==> src/ufcc_pkg.sv <==
// ****************************************************************
// register map and field layout
// ****************************************************************
package ufcc_pkg;

	// register offsets (byte addresses)
	localparam logic [7:0] OFS_LINE_CONTROL = 8'h00;
	localparam logic [7:0] OFS_FRAME_CLOCK = 8'h04;
	localparam logic [7:0] OFS_EVENT_STATUS = 8'h08;
	localparam logic [7:0] OFS_EVENT_MASK = 8'h0C;

	// line control register fields
	localparam int LC_BREAK_SEND_BIT = 0;
	localparam int LC_MUTE_BIT = 1;
	localparam int LC_RX_ON_BIT = 2;
	localparam int LC_WAKE_ADDR_BIT = 3;
	localparam int LC_SYNC_MODE_BIT = 4;
	localparam int LC_SMARTCARD_BIT = 5;
	localparam logic [31:0] LC_WRITE_MASK = 32'h0000003F;

	// frame and clock control register fields
	localparam int FC_NODE_ADDR_LSB = 0;
	localparam int FC_NODE_ADDR_W = 4;
	localparam int FC_BREAK_LEN_BIT = 5;
	localparam int FC_BREAK_IRQ_BIT = 6;
	localparam int FC_LAST_PULSE_BIT = 8;
	localparam int FC_CAPTURE_EDGE_BIT = 9;
	localparam int FC_IDLE_LEVEL_BIT = 10;
	localparam int FC_CLOCK_PIN_BIT = 11;
	localparam int FC_STOP_LSB = 12;
	localparam int FC_LIN_BIT = 14;
	localparam logic [31:0] FC_WRITE_MASK = 32'h00007F6F;

	// event status and mask fields
	localparam int EV_BREAK_DET_BIT = 0;
	localparam int EV_WAKE_BIT = 1;
	localparam int EV_BREAK_SENT_BIT = 2;
	localparam int EV_W = 3;

	// reset values
	localparam logic [31:0] LC_RESET = 32'h00000000;
	localparam logic [31:0] FC_RESET = 32'h00000000;
	localparam logic [2:0] EV_RESET = 3'h0;

	// stop length codes and their length in half bits
	localparam logic [1:0] STOP_ONE = 2'h0;
	localparam logic [1:0] STOP_HALF = 2'h1;
	localparam logic [1:0] STOP_TWO = 2'h2;
	localparam logic [1:0] STOP_ONE_HALF = 2'h3;
	localparam logic [2:0] HALVES_ONE = 3'h2;
	localparam logic [2:0] HALVES_HALF = 3'h1;
	localparam logic [2:0] HALVES_TWO = 3'h4;
	localparam logic [2:0] HALVES_ONE_HALF = 3'h3;

	// break frame lengths in bit times
	localparam int BREAK_SHORT_BITS = 10;
	localparam int BREAK_LONG_BITS = 11;

	// default bit time in system clocks
	localparam int BIT_CYCLES_DEFAULT = 16;

endpackage

==> src/ufcc_sclk_gen.sv <==
`timescale 1ns/10ps
// ****************************************************************
// synchronous serial clock generator
// ****************************************************************
module ufcc_sclk_gen #(
	parameter int HALF_CYCLES = 8
) (
	input wire logic clk_sys_in,
	input wire logic rst_in,
	input wire logic ce_in,
	input wire logic active_in,
	input wire logic idle_level_in,
	input wire logic capture_edge_in,
	input wire logic last_pulse_in,
	input wire logic bit_start_in,
	input wire logic last_bit_in,
	output logic sclk_out,
	output logic capture_out
);

	typedef struct packed {
		logic running;
		logic toggled;
		logic [15:0] cnt;
		logic sclk;
		logic capture;
	} ufcc_sclk_t;

	localparam logic [15:0] MID = 16'(HALF_CYCLES - 1);
	localparam logic [15:0] LAST = 16'(2 * HALF_CYCLES - 1);

	ufcc_sclk_t s;
	ufcc_sclk_t next_s;

	// two edges per bit, data captured at mid bit on the selected edge
	always_comb begin
		next_s = s;
		next_s.capture = 1'b0;
		if (s.running) begin
			next_s.cnt = s.cnt + 16'h0001;
			if (s.cnt == MID) begin
				next_s.toggled = ~s.toggled; // RULE9
				next_s.capture = 1'b1; // RULE9
				if (capture_edge_in) begin
					next_s.running = 1'b0;
				end
			end else if (s.cnt == LAST) begin
				next_s.toggled = 1'b0;
				next_s.running = 1'b0;
			end
		end
		// the last bit pulse is suppressed unless asked for
		if (bit_start_in && active_in && (!last_bit_in || last_pulse_in)) begin // RULE10
			next_s.running = 1'b1;
			next_s.cnt = 16'h0000;
			next_s.toggled = capture_edge_in; // RULE9
		end
		if (!active_in) begin
			next_s.running = 1'b0;
			next_s.toggled = 1'b0;
		end
		next_s.sclk = idle_level_in ^ next_s.toggled; // RULE8
	end

	always_ff @(posedge clk_sys_in or posedge rst_in) begin
		if (rst_in) begin
			s <= '0;
		end else if (ce_in) begin
			s <= next_s;
		end
	end

	assign sclk_out = s.sclk;
	assign capture_out = s.capture;

endmodule // ufcc_sclk_gen

==> src/ufcc_top.sv <==
// Decided for this implementation: the plain strobed port and the address map.
`timescale 1ns/10ps
// Summary of operation
// RULE1: the receiver is kept off while the receiver enable bit is 0 and runs while it is 1.
// RULE2: software sets and clears the mute bit; idle-line wake clears it after wake up.
// RULE3: address wake clears mute on a matching address and sets it again on a mismatch.
// RULE4: writing 1 to the break request sends a break, cleared by hardware when it ends.
// RULE5: the block is in LIN mode while the LIN enable bit is 1, ordinary mode otherwise.
// RULE6: stop length codes 00, 01, 10, 11 give 1, 0.5, 2 and 1.5 stop bits.
// RULE7: the clock pin is driven only with clock pin enable set in sync or smartcard mode.
// RULE8: the clock rests low when idle for polarity 0 and high for polarity 1.
// RULE9: data are captured on the first clock edge for phase 0, the second for phase 1.
// RULE10: the last data bit clock pulse is output only while the last bit pulse bit is 1; the code also outputs it in smartcard mode with that bit at 0.
// RULE11: a detected break raises the interrupt only while the break interrupt enable is 1.
// RULE12: break length select 0 detects a 10 bit break, 1 detects an 11 bit break.
// RULE13: software keeps polarity, phase and last bit pulse unchanged while sending.
// RULE14: bits 31 to 15 of the frame and clock control register always read zero.
// RULE15: software leaves bit 7 of the frame and clock control register at zero.
// RULE16: a writable four bit node address, reset to zero, is compared in address wake.
// RULE17: a break request stays set until its break has fully been sent; the code also clears it on a line control write with the break bit at 0.

// ****************************************************************
// frame and clock control block
// ****************************************************************
module ufcc_top #(
	parameter int BIT_CYCLES = ufcc_pkg::BIT_CYCLES_DEFAULT
) (
	input wire logic clk_sys_in,
	input wire logic rst_in,
	input wire logic ce_in,
	// register bus
	input wire logic [7:0] addr_in,
	input wire logic [31:0] wdata_in,
	input wire logic wr_in,
	input wire logic rd_in,
	output logic [31:0] rdata_out,
	// receive pin and receiver events
	input wire logic rx_pin_in,
	input wire logic rx_idle_in,
	input wire logic rx_addr_valid_in,
	input wire logic [3:0] rx_addr_in,
	// transmitter handshakes
	input wire logic tx_bit_start_in,
	input wire logic tx_last_bit_in,
	input wire logic tx_break_done_in,
	// control outputs to receiver and transmitter
	output logic rx_on_out,
	output logic rx_mute_out,
	output logic tx_break_req_out,
	output logic lin_mode_out,
	output logic [2:0] stop_halves_out,
	// serial clock pin
	output logic sclk_out,
	output logic sclk_oe_out,
	output logic capture_out,
	// events
	output logic break_det_out,
	output logic irq_out
);

	// ****************************************************************
	// state
	// ****************************************************************

	typedef struct packed {
		// receive pin synchroniser
		logic rx_meta;
		logic rx_line;
		// line control bits
		logic break_send;
		logic mute;
		logic rx_on;
		logic wake_by_addr;
		logic sync_mode;
		logic smartcard;
		// frame and clock control bits
		logic lin_mode;
		logic [1:0] stop_sel;
		logic clock_pin;
		logic idle_level;
		logic capture_edge;
		logic last_pulse;
		logic break_irq;
		logic break_len;
		logic [3:0] node_addr;
		// sticky events and their mask
		logic [2:0] status;
		logic [2:0] mask;
		// break detector, 16 bits cover eleven slow bit times
		logic [15:0] low_cnt;
		logic armed;
		logic break_det;
		// registered outputs
		logic [2:0] stop_halves;
		logic sclk_oe;
		logic [31:0] rdata;
		logic irq;
	} ufcc_state_t;

	// current and next copy of all state
	ufcc_state_t s;
	ufcc_state_t next_s;
	logic sclk_active;

	// ****************************************************************
	// helpers
	// ****************************************************************

	// stop length code to stop period in half bit times
	function automatic logic [2:0] stop_halves(input logic [1:0] sel);
		logic [2:0] h;
		h = ufcc_pkg::HALVES_ONE;
		case (sel)
			ufcc_pkg::STOP_ONE: h = ufcc_pkg::HALVES_ONE;
			ufcc_pkg::STOP_HALF: h = ufcc_pkg::HALVES_HALF;
			ufcc_pkg::STOP_TWO: h = ufcc_pkg::HALVES_TWO;
			ufcc_pkg::STOP_ONE_HALF: h = ufcc_pkg::HALVES_ONE_HALF;
			default: h = ufcc_pkg::HALVES_ONE;
		endcase
		return h;
	endfunction

	// low time in system clocks that makes a break
	function automatic logic [15:0] break_cycles(input logic long_sel);
		logic [15:0] c;
		if (long_sel) begin
			c = 16'(ufcc_pkg::BREAK_LONG_BITS * BIT_CYCLES);
		end else begin
			c = 16'(ufcc_pkg::BREAK_SHORT_BITS * BIT_CYCLES);
		end
		return c;
	endfunction

	// read view of the frame and clock control register
	function automatic logic [31:0] frame_clock_view(input ufcc_state_t v);
		logic [31:0] r;
		r = 32'h00000000; // RULE14
		r[ufcc_pkg::FC_LIN_BIT] = v.lin_mode;
		r[ufcc_pkg::FC_STOP_LSB +: 2] = v.stop_sel;
		r[ufcc_pkg::FC_CLOCK_PIN_BIT] = v.clock_pin;
		r[ufcc_pkg::FC_IDLE_LEVEL_BIT] = v.idle_level;
		r[ufcc_pkg::FC_CAPTURE_EDGE_BIT] = v.capture_edge;
		r[ufcc_pkg::FC_LAST_PULSE_BIT] = v.last_pulse;
		r[ufcc_pkg::FC_BREAK_IRQ_BIT] = v.break_irq;
		r[ufcc_pkg::FC_BREAK_LEN_BIT] = v.break_len;
		r[ufcc_pkg::FC_NODE_ADDR_LSB +: ufcc_pkg::FC_NODE_ADDR_W] = v.node_addr;
		return r;
	endfunction

	// read view of the line control register
	function automatic logic [31:0] line_control_view(input ufcc_state_t v);
		logic [31:0] r;
		r = 32'h00000000;
		r[ufcc_pkg::LC_BREAK_SEND_BIT] = v.break_send;
		r[ufcc_pkg::LC_MUTE_BIT] = v.mute;
		r[ufcc_pkg::LC_RX_ON_BIT] = v.rx_on;
		r[ufcc_pkg::LC_WAKE_ADDR_BIT] = v.wake_by_addr;
		r[ufcc_pkg::LC_SYNC_MODE_BIT] = v.sync_mode;
		r[ufcc_pkg::LC_SMARTCARD_BIT] = v.smartcard;
		return r;
	endfunction

	// ****************************************************************
	// next state
	// ****************************************************************

	always_comb begin
		logic [31:0] lc_w;
		logic [31:0] fc_w;
		logic [2:0] ev_set;
		logic [2:0] ev_gate;
		next_s = s;
		// write data cut to the implemented bits, the rest reads back zero
		lc_w = wdata_in & ufcc_pkg::LC_WRITE_MASK;
		fc_w = wdata_in & ufcc_pkg::FC_WRITE_MASK;
		ev_set = 3'h0;
		ev_gate = 3'h0;

		// pin synchroniser
		next_s.rx_meta = rx_pin_in;
		next_s.rx_line = s.rx_meta;

		// software writes
		if (wr_in) begin
			unique case (addr_in)
				ufcc_pkg::OFS_LINE_CONTROL: begin
					next_s.break_send = lc_w[ufcc_pkg::LC_BREAK_SEND_BIT]; // RULE4
					next_s.mute = lc_w[ufcc_pkg::LC_MUTE_BIT]; // RULE2
					next_s.rx_on = lc_w[ufcc_pkg::LC_RX_ON_BIT];
					next_s.wake_by_addr = lc_w[ufcc_pkg::LC_WAKE_ADDR_BIT];
					next_s.sync_mode = lc_w[ufcc_pkg::LC_SYNC_MODE_BIT];
					next_s.smartcard = lc_w[ufcc_pkg::LC_SMARTCARD_BIT];
				end
				ufcc_pkg::OFS_FRAME_CLOCK: begin
					next_s.lin_mode = fc_w[ufcc_pkg::FC_LIN_BIT];
					next_s.stop_sel = fc_w[ufcc_pkg::FC_STOP_LSB +: 2];
					next_s.clock_pin = fc_w[ufcc_pkg::FC_CLOCK_PIN_BIT];
					next_s.idle_level = fc_w[ufcc_pkg::FC_IDLE_LEVEL_BIT];
					next_s.capture_edge = fc_w[ufcc_pkg::FC_CAPTURE_EDGE_BIT];
					next_s.last_pulse = fc_w[ufcc_pkg::FC_LAST_PULSE_BIT];
					next_s.break_irq = fc_w[ufcc_pkg::FC_BREAK_IRQ_BIT];
					next_s.break_len = fc_w[ufcc_pkg::FC_BREAK_LEN_BIT];
					next_s.node_addr = fc_w[ufcc_pkg::FC_NODE_ADDR_LSB +: 4]; // RULE16
				end
				ufcc_pkg::OFS_EVENT_STATUS: begin
					next_s.status = s.status & ~wdata_in[ufcc_pkg::EV_W-1:0];
				end
				ufcc_pkg::OFS_EVENT_MASK: begin
					next_s.mask = wdata_in[ufcc_pkg::EV_W-1:0];
				end
				default: begin
				end
			endcase
		end

		// break completion clears the request; a new request in the same cycle wins
		// done is only honoured while a request is pending
		if (tx_break_done_in && s.break_send) begin // RULE17
			ev_set[ufcc_pkg::EV_BREAK_SENT_BIT] = 1'b1;
			if (!(wr_in && addr_in == ufcc_pkg::OFS_LINE_CONTROL
				&& lc_w[ufcc_pkg::LC_BREAK_SEND_BIT])) begin
				next_s.break_send = 1'b0; // RULE4
			end
		end

		// mute wake logic, only while the receiver runs
		if (s.rx_on) begin // RULE1
			// idle wake only acts while muted, so no wake event without a mute
			if (!s.wake_by_addr && rx_idle_in && s.mute) begin
				next_s.mute = 1'b0; // RULE2
				ev_set[ufcc_pkg::EV_WAKE_BIT] = 1'b1;
			end
			// a foreign address mutes again even right after a software unmute
			if (s.wake_by_addr && rx_addr_valid_in) begin
				if (rx_addr_in == s.node_addr) begin // RULE16
					next_s.mute = 1'b0; // RULE3
					ev_set[ufcc_pkg::EV_WAKE_BIT] = s.mute;
				end else begin
					next_s.mute = 1'b1; // RULE3
				end
			end
		end

		// break detection on the synchronised line in lin mode
		// detection disarms until the line is high, one event per low stretch
		next_s.break_det = 1'b0;
		if (s.rx_on && s.lin_mode && !s.rx_line) begin // RULE5
			if (s.armed) begin
				next_s.low_cnt = s.low_cnt + 16'h0001;
				if (s.low_cnt + 16'h0001 == break_cycles(s.break_len)) begin // RULE12
					next_s.break_det = 1'b1;
					next_s.armed = 1'b0;
					ev_set[ufcc_pkg::EV_BREAK_DET_BIT] = 1'b1;
				end
			end
		end else begin
			next_s.low_cnt = 16'h0000;
			next_s.armed = 1'b1;
		end

		// sticky events, a set beats a clear in the same cycle
		next_s.status = next_s.status | ev_set;

		// interrupt, the break detect event gated by its own enable
		// a new break enable counts in its own write cycle, no stale request
		ev_gate = 3'h7;
		ev_gate[ufcc_pkg::EV_BREAK_DET_BIT] = s.break_irq; // RULE11
		if (wr_in && addr_in == ufcc_pkg::OFS_FRAME_CLOCK) begin
			ev_gate[ufcc_pkg::EV_BREAK_DET_BIT] = fc_w[ufcc_pkg::FC_BREAK_IRQ_BIT];
		end
		next_s.irq = |(next_s.status & next_s.mask & ev_gate); // RULE11

		// derived line settings
		next_s.stop_halves = stop_halves(next_s.stop_sel); // RULE6
		next_s.sclk_oe = next_s.clock_pin
			&& (next_s.sync_mode || next_s.smartcard); // RULE7

		// register reads, data valid only in the following cycle
		next_s.rdata = 32'h00000000;
		if (rd_in) begin
			unique case (addr_in)
				ufcc_pkg::OFS_LINE_CONTROL: next_s.rdata = line_control_view(s);
				ufcc_pkg::OFS_FRAME_CLOCK: next_s.rdata = frame_clock_view(s); // RULE14
				ufcc_pkg::OFS_EVENT_STATUS: next_s.rdata = {29'h0, s.status};
				ufcc_pkg::OFS_EVENT_MASK: next_s.rdata = {29'h0, s.mask};
				default: next_s.rdata = 32'h00000000;
			endcase
		end
	end

	// state register
	always_ff @(posedge clk_sys_in or posedge rst_in) begin
		if (rst_in) begin
			s <= '0;
			// synchroniser starts at the idle line level, no false low after reset
			s.rx_meta <= 1'b1;
			s.rx_line <= 1'b1;
			s.armed <= 1'b1;
			s.status <= ufcc_pkg::EV_RESET;
			s.stop_halves <= ufcc_pkg::HALVES_ONE;
		end else if (ce_in) begin
			s <= next_s;
		end
	end

	// ****************************************************************
	// serial clock
	// ****************************************************************

	// clock runs only where the pin is driven
	assign sclk_active = s.sclk_oe; // RULE7

	// frozen together with the rest of the block while ce_in is low
	ufcc_sclk_gen #(
		.HALF_CYCLES(BIT_CYCLES / 2)
	) u_sclk (
		.clk_sys_in(clk_sys_in),
		.rst_in(rst_in),
		.ce_in(ce_in),
		.active_in(sclk_active),
		.idle_level_in(s.idle_level), // RULE8
		.capture_edge_in(s.capture_edge), // RULE9
		.last_pulse_in(s.last_pulse || s.smartcard), // RULE10
		.bit_start_in(tx_bit_start_in),
		.last_bit_in(tx_last_bit_in),
		.sclk_out(sclk_out),
		.capture_out(capture_out)
	);

	// ****************************************************************
	// outputs
	// ****************************************************************

	// all straight from state flops
	// read data are zero outside the answer cycle
	assign rdata_out = s.rdata;
	assign rx_on_out = s.rx_on; // RULE1
	assign rx_mute_out = s.mute;
	assign tx_break_req_out = s.break_send; // RULE4
	assign lin_mode_out = s.lin_mode; // RULE5
	assign stop_halves_out = s.stop_halves;
	assign sclk_oe_out = s.sclk_oe;
	assign break_det_out = s.break_det;
	assign irq_out = s.irq;

endmodule // ufcc_top

==> config.mk <==
export PLATFORM = sky130hd
export DESIGN_NAME = ufcc_top
export DESIGN_NICKNAME = d
export VERILOG_FILES = /design/src/ufcc_pkg.sv /design/src/ufcc_sclk_gen.sv /design/src/ufcc_top.sv
export SDC_FILE = /design/constraint.sdc
export NUM_CORES = 1
export LEC_CHECK = 0
export BUFFER_PORTS_ARGS = -buffer_cell sky130_fd_sc_hd__buf_2
export CAP_MARGIN = 20
export CORE_MARGIN = 2
export CORE_UTILIZATION = 59
export DETAILED_ROUTE_END_ITERATION = 8
export PLACE_DENSITY = 0.86
export SYNTH_ARGS = -nofsm -noshare
export SYNTH_HDL_FRONTEND = slang
export SYNTH_SLANG_ARGS = --single-unit
==> constraint.sdc <==
create_clock -name clk_sys_in -period 3.95 [get_ports clk_sys_in]
set_input_delay 0.395 -clock clk_sys_in [delete_from_list [all_inputs] [get_ports clk_sys_in]]
set_output_delay 0.395 -clock clk_sys_in [all_outputs]
set_load 0.02 [all_outputs]
After elaboration in Yosys (flattened, before gate mapping)

Index checks and enable logic that the tools add are counted.
Widths: inputs -> output; s select.

Bits in registers: 102
Input port bits: 55
Output and inout port bits: 44

Add/subtract/negate cells: 2
Equal/unequal tests: 11
Muxes and demuxes: 38
Bitwise gates (word level): 7
Reductions and logical operators: 26

Operator list:

| cell                  | number |
|---|---|
| $pmux 15 s4           | 1 |
| $mux 18               | 3 |
| $add 16x1->16 const B | 2 |
| $mux 16               | 2 |
| $mux 25               | 1 |
| $mux 1                | 19 |
| $mux 17               | 1 |
| $eq 16x16->1          | 1 |
| $eq 16x3->1 const B   | 1 |
| $eq 16x4->1 const B   | 1 |
| $eq 8x4->1 const B    | 2 |
| $mux 15               | 1 |
| $mux 13               | 1 |
| $logic_and 1x1->1     | 12 |
| $pmux 3 s4            | 1 |
| $and 3x3->3           | 3 |
| $eq 8x3->1 const B    | 1 |
| $logic_not 8->1       | 1 |
| $mux 2                | 4 |
| $mux 3                | 2 |
| $mux 6                | 1 |
| $reduce_and 3->1      | 2 |
| $mux 5                | 1 |
| $eq 2x2->1 const B    | 2 |
| other kinds (13)      | 18 |

Longest topological paths before layout

Depth after elaboration: 11
Depth in mapped cells: 7

Hierarchy

Synthesis repeated with hierarchy kept, for this count alone.

Cells, all modules: 484
Area, all modules: 4,768.3 µm²

Modules (own cells, without submodules):

| module        | instances | cells each | area an instance (µm²) | sequential area each (µm²) |
|---|---|---|---|---|
| ufcc_top      | 1         | 353        | 3,574.7                | 1,581.5 |
| ufcc_sclk_gen | 1         | 131        | 1,193.6                | 500.5 |

Worst setup path before layout

No wires, ideal clock.

Kind: register -> register
Start: register s[39] (netlist name)
End: register s, in the netlist break_det_out
Setup time: 0.075 ns
Data arrival time: 2.076 ns
Required time: 3.875 ns
Path slack: 1.799 ns
Stages on the path, launching flop included: 8
Buffers on the path: 0
Cells stage by stage: dfrtp_1 > ha_1 > nand3_1 > nor4_1 > xnor2_1 > o2111ai_1 > or3_4 > o2bb2ai_2

Word-level cells in the longest chain between the ends: 5

RTL lines:

| what                   | RTL line        | source |
|---|---|---|
| start, declared        | ufcc_top.sv:101 | `ufcc_state_t s;` |
| start signal, assigned | ufcc_top.sv:302 | `s <= next_s;` |
| $add 16x1->16          | ufcc_top.sv:250 | `if (s.low_cnt + 16'h0001 == break_cycles(s.break_len)) begin` |
| $eq 16x16->1           | ufcc_top.sv:250 |  |
| $mux 2                 | ufcc_top.sv:250 |  |
| $mux 18                | ufcc_top.sv:248 | `if (s.armed) begin` |
| $mux 1                 | ufcc_top.sv:247 | `if (s.rx_on && s.lin_mode && !s.rx_line) begin` |

Every way passes these cells. The select of a mux whose other input is x is not followed.
A chain may end at the register's enable or synchronous reset.

Worst setup path after layout

Same ends and word-level chain as after synthesis.

==> metrics <==
Crit Path Class reg2reg; Hold-fix buffers, CTS 0; post-layout util 65.2%; most common cell after layout, fill and taps aside dfrtp_1; root buf cell clkbuf_8; Worst Path Max Fanout 8; cts repair resizes 0; minimum clock period 2510 ps; Starting DRT DRC Count 237; Max Clk Rate 398 MHz; synthesized area per cell 9.93 um2; CP max stage cell dfrtp_1; die area 8500 um2; clock group share of total power 36.8%; crit path DAT 2780 ps; CTS H-tree depth 3; power per cell area 318 nW/um2; Seq pwr share 55.5%; IO buf count 62; row cnt 32; largest net degree at the start of global routing 61; Hold Vio Cnt, Final 0; Post-synth EDFFs 0; Routed Antenna Nets 0; Worst Slack Setup Final 1440 ps; final net count 564; final worst-path cycle share 63.5%; unrepaired setup endpoints after global routing no; layout cell share with drive strength beyond 1 23.6%; post-CTS setup buffer count 0; TritonCTS Buffers 9; HPWL after DPL 7320 um; Syn Inst Count 462; Via Count 3815; total negative setup slack 0 ps; wirelength, routed 10400 um; # setup viols final 0; Int Power 1.19 mW; Worst IR Drop VDD 135 uV; synthesized area 4590 um2; Rel. slew slack 29.8%; leakage power 2.35 nW; RD Place Congestion 0.878; Clock Path Buffers 2; CP startpoint kind flip-flop; Hold WC Path Type in2async; first-pass GRT wire length 17600 um; vias in the first global route 3643; count of cell types in the netlist 56; Detailed Routing Iterations Pass 1 4; async set-reset flop share out of synthesis 100%; most frequent cells in the layout dfrtp_1, buf_2, o21ai_0; Area Growth Syn to Fin 8.70%; Synth Register Bits 83; FILL cells 598; delay-heaviest family, CP simple AND/OR/NAND/NOR gates; DRC viols 0; Seq/Total Area, Yosys 45.4%; Sink Count 83; antenna violations before repair 0; Inst Count DP 595; Core Box Area 7650 um2; Max Cap Viol 0; antenna fix cells 0; Overflow after GRT 0; Buf+Inv Stages, Crit Path 0; Logic pwr share 7.8%; Sw Share 24.8%; GRT Util Overall 26.0%; Post-synth top flop dfrtp_1; crit-path cells ha_1 -> nand3_1 -> nor4_1 -> xnor2_1 -> o2111ai_1 -> or3_4 -> o2bb2ai_2; final setup skew 14.8 ps; Least-Margin Pin Slew 1050 ps; Die Ht 92.2 um; NetSw 0.393 mW; Synth Warn # 0; Req. time, crit path 4220 ps; Die Width 92.2 um; status finished clean; Setup crit end kind flip-flop; post-DR wirelength/cell 17.1 um; vias per cell 6.25; Worst-Skew Late Latency 350 ps; starting density of the core 60.0%; pre-CTS worst setup slack 1240 ps; clock-pin slew of the registers on the worst-case setup and hold paths 90 ps; # IOs 99; Slew Viols, Final 0; worst stage delay on the critical path 510 ps; TritonCTS clock tree yes; Layout Cells excl Fill 610
## Yosys cell counts (all sizes together) (11+ instances only)
| cell | instances | share of area (%) |
|---|---|---|
| nand2 | 32 | 2.6 |
| mux2i | 11 | 2.4 |
| nand3 | 23 | 2.5 |
| mux2 | 23 | 5.6 |
| a21oi | 16 | 1.7 |
| buf | 40 | 6.2 |
| nand4 | 13 | 2.2 |
| a22o | 13 | 2.5 |
| inv | 17 | 1.4 |
| o21ai | 38 | 4.1 |
| nor2 | 37 | 3.0 |
| dfrtp | 79 | 43 |
## per-stage QoR
stage          area (um2)  hold slack [ps]  power (mW)
2_1_floorplan        4650              456       0.984
3_3_place_gp         4790              463        1.01
3_5_place_dp         4790              481        1.02
6_report             4990             2.65        1.59
4_1_cts              4970              270        1.59
5_1_grt              4990             15.0        1.64
## cell type report
type | count | area [um2] | area share (%)
clock buffer | 9 | 124 | 2.48
clock inverter | 5 | 56.3 | 1.13
inverter | 17 | 65.1 | 1.30
timing repair buffer | 65 | 345 | 6.93
tap | 102 | 128 | 2.56
multi-input combinational | 329 | 2190 | 43.8
sequential | 83 | 2080 | 41.8
## routing by layer
metal	GRT usage (%)	vias up	routed length (um)
met5	0	-	0
met3	5.26	29	627
met4	11.1	0	279
li1	-	1732	-
met1	35.2	1887	4440
met2	41.0	167	5060
## power by group through the flow
stage | combinational, mW | clock (mW) | sequential, mW
floorplan | 0.0903 | 0 | 0.894
global placement | 0.117 | 0 | 0.895
detailed placement | 0.121 | 0 | 0.896
CTS | 0.122 | 0.593 | 0.879
global route | 0.136 | 0.623 | 0.882
finish | 0.123 | 0.583 | 0.879
## flip-flops by register name (all words and copies together), names as in the netlist, 2 cells and up
signal,count
rdata_out,14
stop_halves_out,2
s,39
u_sclk.s,18
## logic make-up after synthesis
logic type / count (synthesis) / share of synthesized area, %
DFF: 83 / 45.4
other: 1 / 0.0818
muxes: 37 / 9.52
and+or+nand+nor: 148 / 16.9
xor gates and xnor gates: 13 / 2.48
buffers and inverters: 67 / 8.46
AOI/OAI and AO/OA: 109 / 16.1
adders and majority gates: 4 / 1.09
## worst paths after layout
check,start,to,slack [ps],cells past startpoint
max in group asynchronous,rst_in,s[64],3030,4
min in group clk_sys_in,wdata_in[10],s[69],280,2
worst min register to register,u_sclk.capture_out,u_sclk.capture_out,490,2
worst max register to register,s[39],break_det_out,1440,7
worst min-delay path,rst_in,rx_mute_out,3,2
worst max-delay path,s[39],break_det_out,1440,7
Note: power is estimated with default switching activity, not from simulation.
